$ cat config.mk
export PLATFORM = sky130hd
export DESIGN_NAME = oabtu_core
export DESIGN_NICKNAME = d
export VERILOG_FILES = /design/src/hdl/oabtu_queue.v /design/src/hdl/oabtu_target.v /design/src/hdl/oabtu_core.v
export VERILOG_INCLUDE_DIRS = /design/src /design/src/hdl
export SDC_FILE = /design/constraint.sdc
export NUM_CORES = 1
export LEC_CHECK = 0
export BUFFER_PORTS_ARGS = -buffer_cell sky130_fd_sc_hd__buf_2
export CAP_MARGIN = 15
export CORE_MARGIN = 1
export CORE_UTILIZATION = 57
export CTS_CLUSTER_SIZE = 16
export DETAILED_ROUTE_END_ITERATION = 10
export PLACE_DENSITY = 0.77
export SYNTH_ARGS = -nofsm -noshare
export SYNTH_HDL_FRONTEND = slang
export SYNTH_SLANG_ARGS = --single-unit
$ cat constraint.sdc
create_clock -name ref_clk -period 9.6 [get_ports ref_clk]
set_input_delay 0 -clock ref_clk [delete_from_list [all_inputs] [get_ports ref_clk]]
set_output_delay 0 -clock ref_clk [all_outputs]
set_load 0.02 [all_outputs]
$ cat src/hdl/oabtu_consts.vh
// Constants for the operand address and branch target unit
`ifndef OABTU_CONSTS_VH
`define OABTU_CONSTS_VH
// Addressing mode codes
`define OABTU_MODE_W        3
`define OABTU_MODE_IMM8     3'h0
`define OABTU_MODE_IMM16    3'h1
`define OABTU_MODE_DIR      3'h2
`define OABTU_MODE_EXT      3'h3
`define OABTU_MODE_REL      3'h4
// Branch kinds
`define OABTU_BR_W          3
`define OABTU_BR_SHORT      3'h0
`define OABTU_BR_LONG       3'h1
`define OABTU_BR_LOOP       3'h2
`define OABTU_BR_BSET       3'h3
`define OABTU_BR_BCLR       3'h4
// Widths and constants
`define OABTU_ADDR_W        16
`define OABTU_PAGE_ZERO     8'h00
`define OABTU_ZERO16        16'h0000
`define OABTU_ONE16         16'h0001
`define OABTU_TWO16         16'h0002
`define OABTU_FOUR16        16'h0004
// Opcodes for decode (generic table, values arbitrary)
`define OABTU_OP_PREBYTE    8'h18
`define OABTU_OP_BRA        8'h20
`define OABTU_OP_BRANCH_IF_BITS_SET      8'h1E
`define OABTU_OP_BRANCH_IF_BITS_CLEAR      8'h1F
`define OABTU_OP_LOOP       8'h04
`define OABTU_OP_LDX_IMM    8'hCE
`define OABTU_OP_LDX_DIR    8'hDE
`define OABTU_OP_LDX_EXT    8'hFE
`define OABTU_OP_LDA_IMM    8'h86
`define OABTU_OP_LDA_DIR    8'h96
`define OABTU_OP_LDA_EXT    8'hB6
// Queue depth in bytes
`define OABTU_Q_DEPTH       4
`define OABTU_Q_CNT_W       3
`endif

$ cat src/hdl/oabtu_queue.v
// Instruction prefetch queue fed one 16-bit word per fetch
`timescale 1ns/1ns
`include "oabtu_consts.vh"
module oabtu_queue (
  input  wire        ref_clk,
  input  wire        rstn,
  input  wire        clk_en,
  input  wire        flush,
  input  wire [15:0] flush_pc,
  input  wire        fetch_ack,
  input  wire [15:0] fetch_data,
  output wire        fetch_req,
  output reg  [15:0] fetch_addr_q,
  input  wire [2:0]  consume,
  output wire [2:0]  count,
  output wire [7:0]  byte0,
  output wire [7:0]  byte1,
  output wire [7:0]  byte2,
  output wire [7:0]  byte3
);
  reg [7:0] mem_q [0:`OABTU_Q_DEPTH-1];
  reg [2:0] cnt_q;
  integer   i;
  wire [2:0] left;
  wire       fill;

  assign left  = cnt_q - consume;
  // Fetch ahead whenever two bytes of room exist
  assign fetch_req = (cnt_q <= 3'h2) && !flush;
  assign fill      = fetch_req && fetch_ack;
  assign count = cnt_q;
  assign byte0 = mem_q[0];
  assign byte1 = mem_q[1];
  assign byte2 = mem_q[2];
  assign byte3 = mem_q[3];

  // Shift out consumed bytes, append one word per fetch
  always @(posedge ref_clk or negedge rstn) begin
    if (!rstn) begin
      cnt_q        <= 3'h0;
      fetch_addr_q <= `OABTU_ZERO16;
      for (i = 0; i < `OABTU_Q_DEPTH; i = i + 1) begin
        mem_q[i] <= 8'h00;
      end
    end else if (clk_en) begin
      if (flush) begin
        cnt_q        <= 3'h0;
        fetch_addr_q <= flush_pc;
      end else begin
        for (i = 0; i < `OABTU_Q_DEPTH; i = i + 1) begin
          if (i + consume < `OABTU_Q_DEPTH) begin
            mem_q[i] <= mem_q[i + consume];
          end
        end
        if (fill) begin
          // High byte at the lower address
          mem_q[left[1:0]]        <= fetch_data[15:8];
          mem_q[left[1:0] + 2'h1] <= fetch_data[7:0];
          fetch_addr_q <= fetch_addr_q + `OABTU_TWO16;
        end
        cnt_q <= fill ? left + 3'h2 : left;
      end
    end
  end
endmodule

$ cat src/hdl/oabtu_target.v
// Relative branch target adder with sign extension per branch kind
`timescale 1ns/1ns
`include "oabtu_consts.vh"
module oabtu_target (
  input  wire [2:0]  br_kind,
  input  wire [15:0] next_pc,
  input  wire [15:0] disp_raw,
  input  wire        loop_sign,
  output reg  [15:0] target
);
  reg [15:0] disp;

  // Widen the offset from its encoded width
  always @* begin
    disp = `OABTU_ZERO16;
    case (br_kind)
      `OABTU_BR_LONG: disp = disp_raw;
      `OABTU_BR_LOOP: disp = {{7{loop_sign}}, loop_sign, disp_raw[7:0]};
      default:        disp = {{8{disp_raw[7]}}, disp_raw[7:0]};
    endcase
    // Sum truncates to 16 bits so it wraps
    target = next_pc + disp;
  end
endmodule

$ cat src/hdl/oabtu_core.v
// Operand address and branch target unit top
`timescale 1ns/1ns
`include "oabtu_consts.vh"
module oabtu_core (
  input  wire        ref_clk,
  input  wire        rstn,
  input  wire        clk_en,
  input  wire        start_pc_load,
  input  wire [15:0] start_pc,
  output wire        fetch_req,
  output wire [15:0] fetch_addr,
  input  wire        fetch_ack,
  input  wire [15:0] fetch_data,
  input  wire        cond_met,
  input  wire        loop_met,
  output reg         mem_rd_q,
  output reg  [15:0] mem_addr_q,
  input  wire        mem_ack,
  input  wire [7:0]  mem_data,
  output reg         ex_valid_q,
  output reg  [2:0]  ex_mode_q,
  output reg  [15:0] ex_addr_q,
  output reg  [15:0] ex_operand_q,
  output reg         ex_taken_q,
  output reg  [15:0] pc_q
);
  localparam ST_DECODE = 2'h0;
  localparam ST_MEM_HI = 2'h1;
  localparam ST_MEM_LO = 2'h2;
  localparam ST_BITTST = 2'h3;

  reg  [1:0]  state_q;
  reg  [15:0] hold_q;
  reg  [7:0]  mask_q;
  reg  [7:0]  bdisp_q;
  reg  [15:0] bnext_q;
  reg         bclr_q;
  reg  [15:0] wide_q;
  wire [2:0]  qcount;
  wire [7:0]  b0;
  wire [7:0]  b1;
  wire [7:0]  b2;
  wire [7:0]  b3;
  reg  [2:0]  consume;
  reg  [2:0]  ilen;
  reg  [2:0]  mode;
  reg  [2:0]  br_kind;
  reg         is_word;
  reg         is_branch;
  reg  [15:0] disp_raw;
  wire [15:0] target;
  wire [15:0] next_pc;
  reg         flush;
  reg  [15:0] flush_pc;
  wire        bit_hit;
  wire [15:0] bit_tgt;
  wire        rel_take;

  // Length of instruction in bytes from the opcode alone
  function [2:0] op_len;
    input [7:0] op;
    begin
      case (op)
        `OABTU_OP_LDX_IMM: op_len = 3'h3;
        `OABTU_OP_LDX_EXT: op_len = 3'h3;
        `OABTU_OP_LDA_EXT: op_len = 3'h3;
        `OABTU_OP_PREBYTE: op_len = 3'h4;
        `OABTU_OP_BRANCH_IF_BITS_SET:   op_len = 3'h5;
        `OABTU_OP_BRANCH_IF_BITS_CLEAR:   op_len = 3'h5;
        `OABTU_OP_LOOP:    op_len = 3'h3;
        default:           op_len = 3'h2;
      endcase
    end
  endfunction

  oabtu_queue u_queue (
    .ref_clk      (ref_clk),
    .rstn         (rstn),
    .clk_en       (clk_en),
    .flush        (flush),
    .flush_pc     (flush_pc),
    .fetch_ack    (fetch_ack),
    .fetch_data   (fetch_data),
    .fetch_req    (fetch_req),
    .fetch_addr_q (fetch_addr),
    .consume      (consume),
    .count        (qcount),
    .byte0        (b0),
    .byte1        (b1),
    .byte2        (b2),
    .byte3        (b3)
  );

  assign next_pc = pc_q + {13'h0000, ilen};
  // Branch outcomes, needed early so a taken branch refills the queue
  assign bit_hit  = bclr_q ? ((mem_data & mask_q) == 8'h00) : ((mem_data & mask_q) == mask_q);
  assign bit_tgt  = bnext_q + {{8{b0[7]}}, b0};
  assign rel_take = (br_kind == `OABTU_BR_LOOP) ? loop_met : cond_met;

  oabtu_target u_target (
    .br_kind   (br_kind),
    .next_pc   (state_q == ST_BITTST ? bnext_q : next_pc),
    .disp_raw  (state_q == ST_BITTST ? {8'h00, bdisp_q} : disp_raw),
    .loop_sign (b1[4]),
    .target    (target)
  );

  // Decode the head of the queue into mode and length
  always @* begin
    ilen      = op_len(b0);
    is_word   = 1'b0;
    is_branch = 1'b0;
    mode      = `OABTU_MODE_IMM8;
    br_kind   = `OABTU_BR_SHORT;
    disp_raw  = {8'h00, b1};
    case (b0)
      `OABTU_OP_LDX_IMM: begin
        mode    = `OABTU_MODE_IMM16;
        is_word = 1'b1;
      end
      `OABTU_OP_LDX_DIR: begin
        mode    = `OABTU_MODE_DIR;
        is_word = 1'b1;
      end
      `OABTU_OP_LDX_EXT: begin
        mode    = `OABTU_MODE_EXT;
        is_word = 1'b1;
      end
      `OABTU_OP_LDA_DIR: mode = `OABTU_MODE_DIR;
      `OABTU_OP_LDA_EXT: mode = `OABTU_MODE_EXT;
      `OABTU_OP_PREBYTE: begin
        mode      = `OABTU_MODE_REL;
        is_branch = 1'b1;
        br_kind   = `OABTU_BR_LONG;
        disp_raw  = {b2, b3};
      end
      `OABTU_OP_LOOP: begin
        mode      = `OABTU_MODE_REL;
        is_branch = 1'b1;
        br_kind   = `OABTU_BR_LOOP;
        disp_raw  = {8'h00, b2};
      end
      `OABTU_OP_BRANCH_IF_BITS_SET: begin
        mode    = `OABTU_MODE_EXT;
        br_kind = `OABTU_BR_BSET;
      end
      `OABTU_OP_BRANCH_IF_BITS_CLEAR: begin
        mode    = `OABTU_MODE_EXT;
        br_kind = `OABTU_BR_BCLR;
      end
      default: begin
        // Remaining opcodes of the branch row are short branches
        if (b0[7:4] == `OABTU_OP_BRA >> 4) begin
          mode      = `OABTU_MODE_REL;
          is_branch = 1'b1;
        end
      end
    endcase
  end

  // Bytes dequeued this cycle, once the whole instruction is present or a bit branch fills the queue
  always @* begin
    consume  = 3'h0;
    flush    = start_pc_load;
    flush_pc = start_pc;
    if (clk_en && !start_pc_load && state_q == ST_DECODE && qcount >= ilen
        && qcount <= 3'h4 && ilen <= 3'h4) begin
      consume = ilen;
    end
    // Bit branch longer than queue: consume in two steps
    if (clk_en && !start_pc_load && state_q == ST_DECODE && ilen == 3'h5
        && qcount == 3'h4) begin
      consume = 3'h4;
    end
    // Taken branch redirects fetch; stale fall-through bytes are dropped
    if (clk_en && !start_pc_load && state_q == ST_DECODE && consume != 3'h0
        && mode == `OABTU_MODE_REL && rel_take) begin
      flush    = 1'b1;
      flush_pc = target;
    end
    // Offset byte of a bit branch leaves the queue when the test resolves
    if (clk_en && !start_pc_load && state_q == ST_BITTST && mem_rd_q && mem_ack) begin
      consume = 3'h1;
      if (bit_hit) begin
        flush    = 1'b1;
        flush_pc = bit_tgt;
      end
    end
  end

  // Sequencing of operand fetch and branch resolution
  always @(posedge ref_clk or negedge rstn) begin
    if (!rstn) begin
      state_q      <= ST_DECODE;
      pc_q         <= `OABTU_ZERO16;
      mem_rd_q     <= 1'b0;
      mem_addr_q   <= `OABTU_ZERO16;
      ex_valid_q   <= 1'b0;
      ex_mode_q    <= `OABTU_MODE_IMM8;
      ex_addr_q    <= `OABTU_ZERO16;
      ex_operand_q <= `OABTU_ZERO16;
      ex_taken_q   <= 1'b0;
      hold_q       <= `OABTU_ZERO16;
      mask_q       <= 8'h00;
      bdisp_q      <= 8'h00;
      bnext_q      <= `OABTU_ZERO16;
      bclr_q       <= 1'b0;
      wide_q       <= `OABTU_ZERO16;
    end else if (clk_en) begin
      ex_valid_q <= 1'b0;
      if (start_pc_load) begin
        pc_q     <= start_pc;
        mem_rd_q <= 1'b0;
        state_q  <= ST_DECODE;
      end else begin
        case (state_q)
          ST_DECODE: begin
            if (consume == 3'h4 && ilen == 3'h5) begin
              // Extended address and mask of a bit branch
              mem_addr_q <= {b1, b2};
              mask_q     <= b3;
              bnext_q    <= pc_q + 16'h0005;
              bclr_q     <= (br_kind == `OABTU_BR_BCLR);
              state_q    <= ST_BITTST;
            end else if (consume != 3'h0) begin
              ex_mode_q  <= mode;
              ex_taken_q <= 1'b0;
              pc_q       <= next_pc;
              case (mode)
                `OABTU_MODE_IMM16: begin
                  ex_operand_q <= {b1, b2};
                  ex_valid_q   <= 1'b1;
                end
                `OABTU_MODE_DIR: begin
                  mem_addr_q <= {`OABTU_PAGE_ZERO, b1};
                  mem_rd_q   <= 1'b1;
                  wide_q[0]  <= is_word;
                  state_q    <= ST_MEM_HI;
                end
                `OABTU_MODE_EXT: begin
                  mem_addr_q <= {b1, b2};
                  mem_rd_q   <= 1'b1;
                  wide_q[0]  <= is_word;
                  state_q    <= ST_MEM_HI;
                end
                `OABTU_MODE_REL: begin
                  // Only branches reach relative mode
                  ex_addr_q  <= target;
                  ex_valid_q <= 1'b1;
                  if ((br_kind == `OABTU_BR_LOOP) ? loop_met : cond_met) begin
                    // Taken target; zero offset equals next_pc
                    pc_q       <= target;
                    ex_taken_q <= 1'b1;
                  end
                end
                default: begin
                  ex_operand_q <= {8'h00, b1};
                  ex_valid_q   <= 1'b1;
                end
              endcase
            end
          end
          ST_MEM_HI: begin
            if (mem_ack) begin
              if (wide_q[0]) begin
                // First byte is the upper half
                hold_q     <= {mem_data, 8'h00};
                mem_addr_q <= mem_addr_q + `OABTU_ONE16;
                state_q    <= ST_MEM_LO;
              end else begin
                mem_rd_q     <= 1'b0;
                ex_addr_q    <= mem_addr_q;
                ex_operand_q <= {8'h00, mem_data};
                ex_valid_q   <= 1'b1;
                state_q      <= ST_DECODE;
              end
            end
          end
          ST_MEM_LO: begin
            if (mem_ack) begin
              mem_rd_q     <= 1'b0;
              ex_addr_q    <= mem_addr_q - `OABTU_ONE16;
              ex_operand_q <= {hold_q[15:8], mem_data};
              ex_valid_q   <= 1'b1;
              state_q      <= ST_DECODE;
            end
          end
          ST_BITTST: begin
            // Offset byte is head of queue; read memory byte
            // Read starts only once the offset byte is queued, so one ack resolves it
            if (!mem_rd_q) begin
              mem_rd_q <= (qcount != 3'h0);
            end else if (mem_ack) begin
              mem_rd_q   <= 1'b0;
              bdisp_q    <= b0;
              ex_mode_q  <= `OABTU_MODE_REL;
              ex_valid_q <= 1'b1;
              ex_addr_q  <= bnext_q + {{8{b0[7]}}, b0};
              if (bclr_q ? ((mem_data & mask_q) == 8'h00)
                         : ((mem_data & mask_q) == mask_q)) begin
                pc_q       <= bnext_q + {{8{b0[7]}}, b0};
                ex_taken_q <= 1'b1;
              end else begin
                pc_q       <= bnext_q;
                ex_taken_q <= 1'b0;
              end
              state_q <= ST_DECODE;
            end
          end
          default: state_q <= ST_DECODE;
        endcase
      end
    end
  end
endmodule

==> results of run 1 <==
==> worst max-delay path: stages (launching register included) <==
cell and delay, ns:
dfrtp_1 0.90, nor4b_4 0.17, a32oi_1 0.35, nand3_1 0.26, ha_1 0.34, nand2b_1 0.09
a31oi_1 0.12, nor3_1 0.55, a21oi_2 0.11, buf_4 0.28, inv_1 0.13, ha_1 0.15
inv_1 0.05, fa_1 1.01, clkinv_1 0.50, nand2_1 0.32, nand2_1 0.24, a221o_1 0.36
o2bb2ai_1 0.12, dlygate4sd3_1 0.56
==> Yosys cell counts (10+ instances only) <==
| master | number |
|---|---|
| and3_1 | 25 |
| nand2b_1 | 12 |
| mux2i_1 | 30 |
| o221ai_1 | 10 |
| nand3_1 | 53 |
| a22o_1 | 10 |
| o211ai_1 | 14 |
| a31oi_1 | 22 |
| or3_1 | 12 |
| o21ai_0 | 119 |
| mux4_2 | 16 |
| mux2_2 | 52 |
| a211oi_1 | 28 |
| ha_1 | 48 |
| o22ai_1 | 19 |
| nand4_1 | 14 |
| nand2_1 | 245 |
| a221oi_1 | 16 |
| inv_1 | 67 |
| buf_1 | 13 |
| clkbuf_1 | 95 |
| a21oi_1 | 142 |
| and2_1 | 14 |
| a2111oi_0 | 11 |
| xnor2_1 | 36 |
| nor2_1 | 121 |
| nor3_1 | 29 |
| dfrtp_1 | 165 |
| a21o_1 | 24 |
| o21a_1 | 10 |
| xor2_1 | 26 |
| o311ai_0 | 10 |
| a22oi_1 | 34 |
==> sequential cells by signal (all words and copies together), names as in the netlist, 16 cells and up <==
register / count
ex_operand_q: 16
pc_q: 16
bnext_q: 16
mem_addr_q: 16
u_queue.fetch_addr_q: 16
ex_addr_q: 16
==> power breakdown <==
part	internal, mW	switching, mW	total (mW)
Combinational	1.06	1.76	2.82
Clock	0.364	0.397	0.761
Sequential	0.910	0.520	1.43
==> metal layers <==
| layer | part of all wire (%) | GRT usage, % |
|---|---|---|
| met3 | 8.9 | 7.654 |
| met5 | 0.025 | 0 |
| met1 | 39 | 53.38 |
| met2 | 46 | 67.37 |
| met4 | 6.3 | 26.54 |
==> repair_timing <==
item / in CTS / in global routing
hold endpoints to repair: 142 / 0
buffers inserted: 0 / 0
hold buffers: 44 / 0
==> cell type report <==
| class | instances | area share (%) |
|---|---|---|
| multi-input cells | 1349 | 57.03 |
| flip-flops and latches | 165 | 26.58 |
| repair buffers | 197 | 8.111 |
| clock buffers | 17 | 2.738 |
| well taps | 319 | 2.569 |
| inverters | 68 | 1.643 |
| clock inverters | 15 | 1.329 |
==> logic make-up after synthesis <==
group / share of synthesized area [%]
XOR/XNOR: 3.961
adder cells (fa/ha/maj): 4.965
multiplexers: 9.200
AND/OR/NAND/NOR: 19.36
AO/OA/AOI/OAI: 27.04
buffers and inverters: 5.349
flip-flops: 30.12
==> layout by cell type, fill, tap and decap left out, types with 36 or more instances in the layout <==
| cell | Yosys | final |
|---|---|---|
| nand3_1 | 53 | 53 |
| nor2_1 | 121 | 121 |
| buf_2 | 9 | 133 |
| nand2_1 | 245 | 245 |
| mux2_2 | 52 | 52 |
| inv_1 | 67 | 67 |
| dlygate4sd3_1 | 0 | 44 |
| xnor2_1 | 36 | 36 |
| a21oi_1 | 142 | 142 |
| dfrtp_1 | 165 | 165 |
| ha_1 | 48 | 47 |
| o21ai_0 | 119 | 118 |
==> through the flow <==
stage          hold slack (ns)  worst slack (ns)  area [um2]
6_report               0.01369             2.917       15530
2_1_floorplan          -0.2956             4.618       13710
5_1_grt                0.02066             2.593       15530
3_5_place_dp            0.1523             3.447       14440
3_3_place_gp            0.1521             3.735       14440
4_1_cts               0.003913             3.116       15510
==> worst max-delay path by stage <==
stage,from,cells after the start,end
global placement,u_queue.byte0[7]$_DFFE_PN0P_,17,u_queue.byte3[7]$_DFFE_PN0P_
floorplan,u_queue.byte0[7]$_DFFE_PN0P_,16,u_queue.byte1[6]$_DFFE_PN0P_
global route,u_queue.byte0[7]$_DFFE_PN0P_,19,u_queue.byte2[6]$_DFFE_PN0P_
detailed placement,u_queue.byte0[7]$_DFFE_PN0P_,17,u_queue.byte3[7]$_DFFE_PN0P_
finish,u_queue.byte0[7]$_DFFE_PN0P_,19,u_queue.byte2[6]$_DFFE_PN0P_
CTS,u_queue.byte0[7]$_DFFE_PN0P_,19,u_queue.byte2[6]$_DFFE_PN0P_
==> results.md, run 1 <==
- Final net count: 1898
- Multi-input logic area: 0.008860 mm2
- Worst slew pin tran: 1.006 ns
- Yosys warning total: 0
- Critical Path Fanout Max: 27
- Initial core utilization: 58.23%
- Reg2Reg Depth: 19
- IO Pins: 135
- Root Driver: clkbuf_16
- # diodes: 0
- Final Wtd Congestion: 0.9959
- Max clock buf depth: 2
- Top FF cell, synth: dfrtp_1
- VDD IR-drop max: 0.2031 mV
- Layout cell share with drive strength beyond 1: 15.35%
- Mapped cell area: 0.01371 mm2
- Worst setup SP type: flop
- Post-route minimum period: 6.683 ns
- Skew final: 0.01348 ns
- Outcome: finished clean
- Largest net degree at the start of global routing: 96
- Total track usage: 42.37%
- Sequential area share after synthesis: 30.12%
- Non-Filler Instances: 2130
- Worst-case hold path end point: u_queue.byte1[6]$_DFFE_PN0P_
- Initial antenna violation count: 1
- Crit path required time: 10.00 ns
- EDFF count, synth: 0
- Setup_tns: 0 ns
- Hold depth: 3
- H-tree depth: 4
- Period utilization: 69.61%
- IO buf count: 134
- # DRC: 0
- Std-Cell Rows: 56
- Placed Cells incl. Taps: 2051
- Hpwl dp: 37090 um
- Num CTS Buffers: 17
- Die ar.: 0.02467 mm2
- HP Class: in2reg
- Area Growth Syn to Fin: 13.33%
- WS Path Type: reg2reg
- First-pass GRT wire length: 78250 um
- Count of final hold-check violations: 0
- Routed vias: 14480
- CP endpoint kind: flop
- Final setup violating endpoints: 0
- Routed length per instance: 24.12 um
- Drt first pass iters: 6
- Min-delay src: fetch_data[14]
- Worst R2R Setup Slack: 2.92 ns
- PwrDens: 322.8 mW/mm2
- Syn avg cell area: 8.045 um2
- Max-capacitance violation count: 0
- Sequential cell area: 0.004129 mm2
- Total power: 5.014 mW
- Post-route ant nets: 0
- Worst slew margin: 32.45%
- Worst-path clk slew: 0.08 ns
- Synth top area share: 30.12%
- Post-synth ARST share: 100.0%
- Largest area contributor in the netlist: dfrtp_1
- CTS resizes: 0
- Synth area leaders: dfrtp_1, nand2_1, a21oi_1
- Die Wd: 157.1 um
- CTS sink count: 165
- Vias in the first global route: 13420
- Vias per inst: 6.798
- 1st-iter DRT viols: 1598
- Static leakage: 6.880 nW
- Worst-Skew Late Latency: 0.47 ns
- RSZ-0062 raised after global routing: no
- Synth Register Bits: 165
- Die height: 157.1 um
- R2R Path Start: u_queue.byte0[7]$_DFFE_PN0P_
- GRT overflow: 0
- Final Max Tran Viols: 0
- DRT Wirelength: 51380 um
- Synth Net Count: 1804
- Post-synthesis cell type count: 81
- Max Freq: 149.6 MHz
- Total core area: 0.02354 mm2
- Final core occ: 65.99%
- Fill cells: 2070
- TritonCTS clock tree: built
- Cells after synthesis: 1704
- Reg-to-reg endpoint: u_queue.byte2[6]$_DFFE_PN0P_
- Arr. time, crit path: 7.09 ns
(Power assumes the default switching activity.)
==> run 2, diff against run 1 <==
--- a/config.mk
+++ b/config.mk
@@ -9,10 +9,10 @@
 export BUFFER_PORTS_ARGS = -buffer_cell sky130_fd_sc_hd__buf_2
 export CAP_MARGIN = 15
 export CORE_MARGIN = 1
-export CORE_UTILIZATION = 57
+export CORE_UTILIZATION = 55
 export CTS_CLUSTER_SIZE = 16
 export DETAILED_ROUTE_END_ITERATION = 10
-export PLACE_DENSITY = 0.77
+export PLACE_DENSITY = 0.78
 export SYNTH_ARGS = -nofsm -noshare
 export SYNTH_HDL_FRONTEND = slang
 export SYNTH_SLANG_ARGS = --single-unit
==> constraint.sdc (replaced) <==
create_clock -name ref_clk -period 5.7 [get_ports ref_clk]
set_input_delay 0 -clock ref_clk [delete_from_list [all_inputs] [get_ports ref_clk]]
set_output_delay 0 -clock ref_clk [all_outputs]
set_load 0.02 [all_outputs]
==> results.md, run 2 (synthesis results as in run 1) <==
- Worst setup SP type: flop (unchanged)
- Num CTS Buffers: 17 (unchanged)
- Hpwl dp: 38510 um (was 37090 um)
- Largest net degree at the start of global routing: 69 (was 96)
- PwrDens: 544.6 mW/mm2 (was 322.8 mW/mm2)
- Setup_tns: 0 ns (unchanged)
- Final Wtd Congestion: 1.019 (was 0.9959)
- Initial antenna violation count: 0 (was 1)
- Final core occ: 64.03% (was 65.99%)
- Worst slew margin: 38.20% (was 32.45%)
- Worst-path clk slew: 0.08 ns (about the same)
- Clock share of power: 14.8% (was 15.2%)
- Worst slew pin tran: 0.9036 ns (was 1.006 ns)
- Die Wd: 159.9 um (was 157.1 um)
- Fill cells: 2153 (was 2070)
- 1st-iter DRT viols: 1883 (was 1598)
- Combinational Power Share: 57.2% (was 56.3%)
- Static leakage: 6.942 nW (was 6.880 nW)
- HP Class: in2reg (unchanged)
- Final Max Tran Viols: 0 (unchanged)
- Seq pwr share: 28.0% (was 28.5%)
- Worst R2R Setup Slack: 0.36 ns (was 2.92 ns)
- Vias in the first global route: 13640 (was 13420)
- First-pass GRT wire length: 80550 um (was 78250 um)
- Arr. time, crit path: 5.68 ns (was 7.09 ns)
- Initial core utilization: 56.20% (was 58.23%)
- GRT overflow: 0 (unchanged)
- WS Path Type: reg2reg (unchanged)
- Max-capacitance violation count: 0 (unchanged)
- RSZ-0062 raised after global routing: no (unchanged)
- Final net count: 1909 (was 1898)
- Max clock buf depth: 2 (unchanged)
- Vias per inst: 6.769 (was 6.798)
- IO buf count: 134 (unchanged)
- Total core area: 0.02439 mm2 (was 0.02354 mm2)
- Root Driver: clkbuf_16 (unchanged)
- TritonCTS clock tree: built (unchanged)
- Switch share: 53.34% (was 53.40%)
- IO Pins: 135 (unchanged)
- Routed vias: 14530 (was 14480)
- Sw power: 4.536 mW (was 2.677 mW)
- DRT Wirelength: 52760 um (was 51380 um)
- Commonest non-fill, non-tap cell in the layout: nand2_1 (unchanged)
- Total track usage: 41.21% (was 42.37%)
- Final setup violating endpoints: 0 (unchanged)
- Critical Path Fanout Max: 12 (was 27)
- Drt first pass iters: 9 (was 6)
- Die ar.: 0.02556 mm2 (was 0.02467 mm2)
- Worst-Skew Late Latency: 0.45 ns (was 0.47 ns)
- CTS sink count: 165 (unchanged)
- Post-Route M1 WL: 20580 um (was 20010 um)
- Layout cell share with drive strength beyond 1: 16.47% (was 15.35%)
- CP endpoint kind: flop (unchanged)
- # DRC: 0 (unchanged)
- Most frequent cells in the layout: nand2_1, dfrtp_1, a21oi_1, buf_2, nor2_1 (unchanged)
- # diodes: 0 (unchanged)
- Count of final hold-check violations: 0 (unchanged)
- Highest metal used: met4 (was met5)
- Max Freq: 187.3 MHz (was 149.6 MHz)
- H-tree depth: 4 (unchanged)
- Area Growth Syn to Fin: 13.93% (was 13.33%)
- Metal2 WL: 23400 um (was 23580 um)
- Period utilization: 93.68% (was 69.61%)
- Post-route ant nets: 0 (unchanged)
- Setup Fix Bufs, Post-CTS: 0 (unchanged)
- Crit path required time: 6.04 ns (was 10.00 ns)
- DR WL met3: 4950 um (was 4555 um)
- Internal power: 3.969 mW (was 2.337 mW)
- Routed length per instance: 24.59 um (was 24.12 um)
- Skew final: 0.01873 ns (was 0.01348 ns)
- Outcome: finished clean (unchanged)
- VDD IR-drop max: 0.3222 mV (was 0.2031 mV)
- Post-route minimum period: 5.340 ns (was 6.683 ns)
- Std-Cell Rows: 57 (was 56)
- Die height: 159.9 um (was 157.1 um)
-- run 2: cell count changes in the layout (fill, tap and decap cells not counted) --
cell / delta
o21ai_2: +1
o21ai_1: -1
and2_0: -1
nor3_1: -2
and2_1: +1
buf_4: +19
nor3_2: +2
dlygate4sd3_1: -8
-- run 2: path summary, 6_finish.rpt --
check	startpoint	end	depth (start not counted)
max	u_queue.byte0[5]$_DFFE_PN0P_	u_queue.fetch_addr_q[11]$_DFFE_PN0P_	20
max in group asynchronous	rstn	hold_q[13]$_DFFE_PN0P_	3
max reg2reg	u_queue.byte0[5]$_DFFE_PN0P_	u_queue.fetch_addr_q[11]$_DFFE_PN0P_	20
min in group asynchronous	rstn	bnext_q[12]$_DFFE_PN0P_	2
min	start_pc[9]	pc_q[9]$_DFFE_PN0P_	4
min reg2reg	ex_addr_q[2]$_DFFE_PN0P_	ex_addr_q[2]$_DFFE_PN0P_	2
-- run 2: area by class of cell --
type	instances	area (um2)	share of cell area, %
clock buffers	17	425.4	2.724
clock inverters	15	206.4	1.322
inverters	68	255.2	1.634
multi-input cells	1349	8874	56.82
flip-flops and latches	165	4129	26.44
well taps	324	405.4	2.596
repair buffers	208	1323	8.468
-- run 2: stage by stage --
step | hold WS (ns) | setup WS (ns) | cell area (um2) | total power, mW | instances
6_report | 0.007961 | 0.3600 | 15620 | 8.505 | 2146
5_1_grt | 0.01282 | 0.02106 | 15620 | 8.900 | 2146
4_1_cts | 0.001734 | 0.4135 | 15610 | 8.326 | 2146
3_5_place_dp | -0.03375 | 0.4571 | 14620 | 7.017 | 2078
3_3_place_gp | -0.04429 | 0.5736 | 14620 | 6.974 | 2078
2_1_floorplan | -0.2956 | 0.7177 | 13710 | 5.278 | 1704
-- run 2: what timing repair did --
action / CTS / global route
setup endpoints to repair: 0 / 6
hold buffers: 36 / 0
endpoints found under the hold margin: 84 / 0
gates resized for setup: 0 / 3
-- run 2: layer usage --
metal | GRT usage, % | vias to the layer above
met2 | 64.03 | 980
met1 | 53.54 | 6828
met4 | 26.97 | 0
li1 | - | 6495
met5 | 0 | -
met3 | 6.390 | 224
-- run 2: worst max-delay path, stage by stage (launching register included) --
cell,delay (ns)
dfrtp_1,0.57
nor4b_4,0.37
a32oi_1,0.20
nand3_1,0.28
ha_1,0.23
inv_1,0.05
fa_1,0.41
nor2b_1,0.22
o21a_1,0.24
nand2_1,0.09
xnor2_1,0.16
mux2_2,0.27
ha_1,0.34
a21o_1,0.22
a21o_1,0.19
a221oi_1,0.41
xor2_1,0.38
o211ai_1,0.12
o21ai_0,0.10
o21ai_0,0.10
a22o_1,0.26
-- run 2: power groups by stage --
stage          clock [mW]  sequential [mW]  combinational, mW
2_1_floorplan           0             2.17               3.11
4_1_cts              1.26             2.32               4.74
5_1_grt              1.30             2.41               5.19
6_report             1.26             2.38               4.87
3_3_place_gp            0             2.33               4.65
3_5_place_dp            0             2.35               4.67
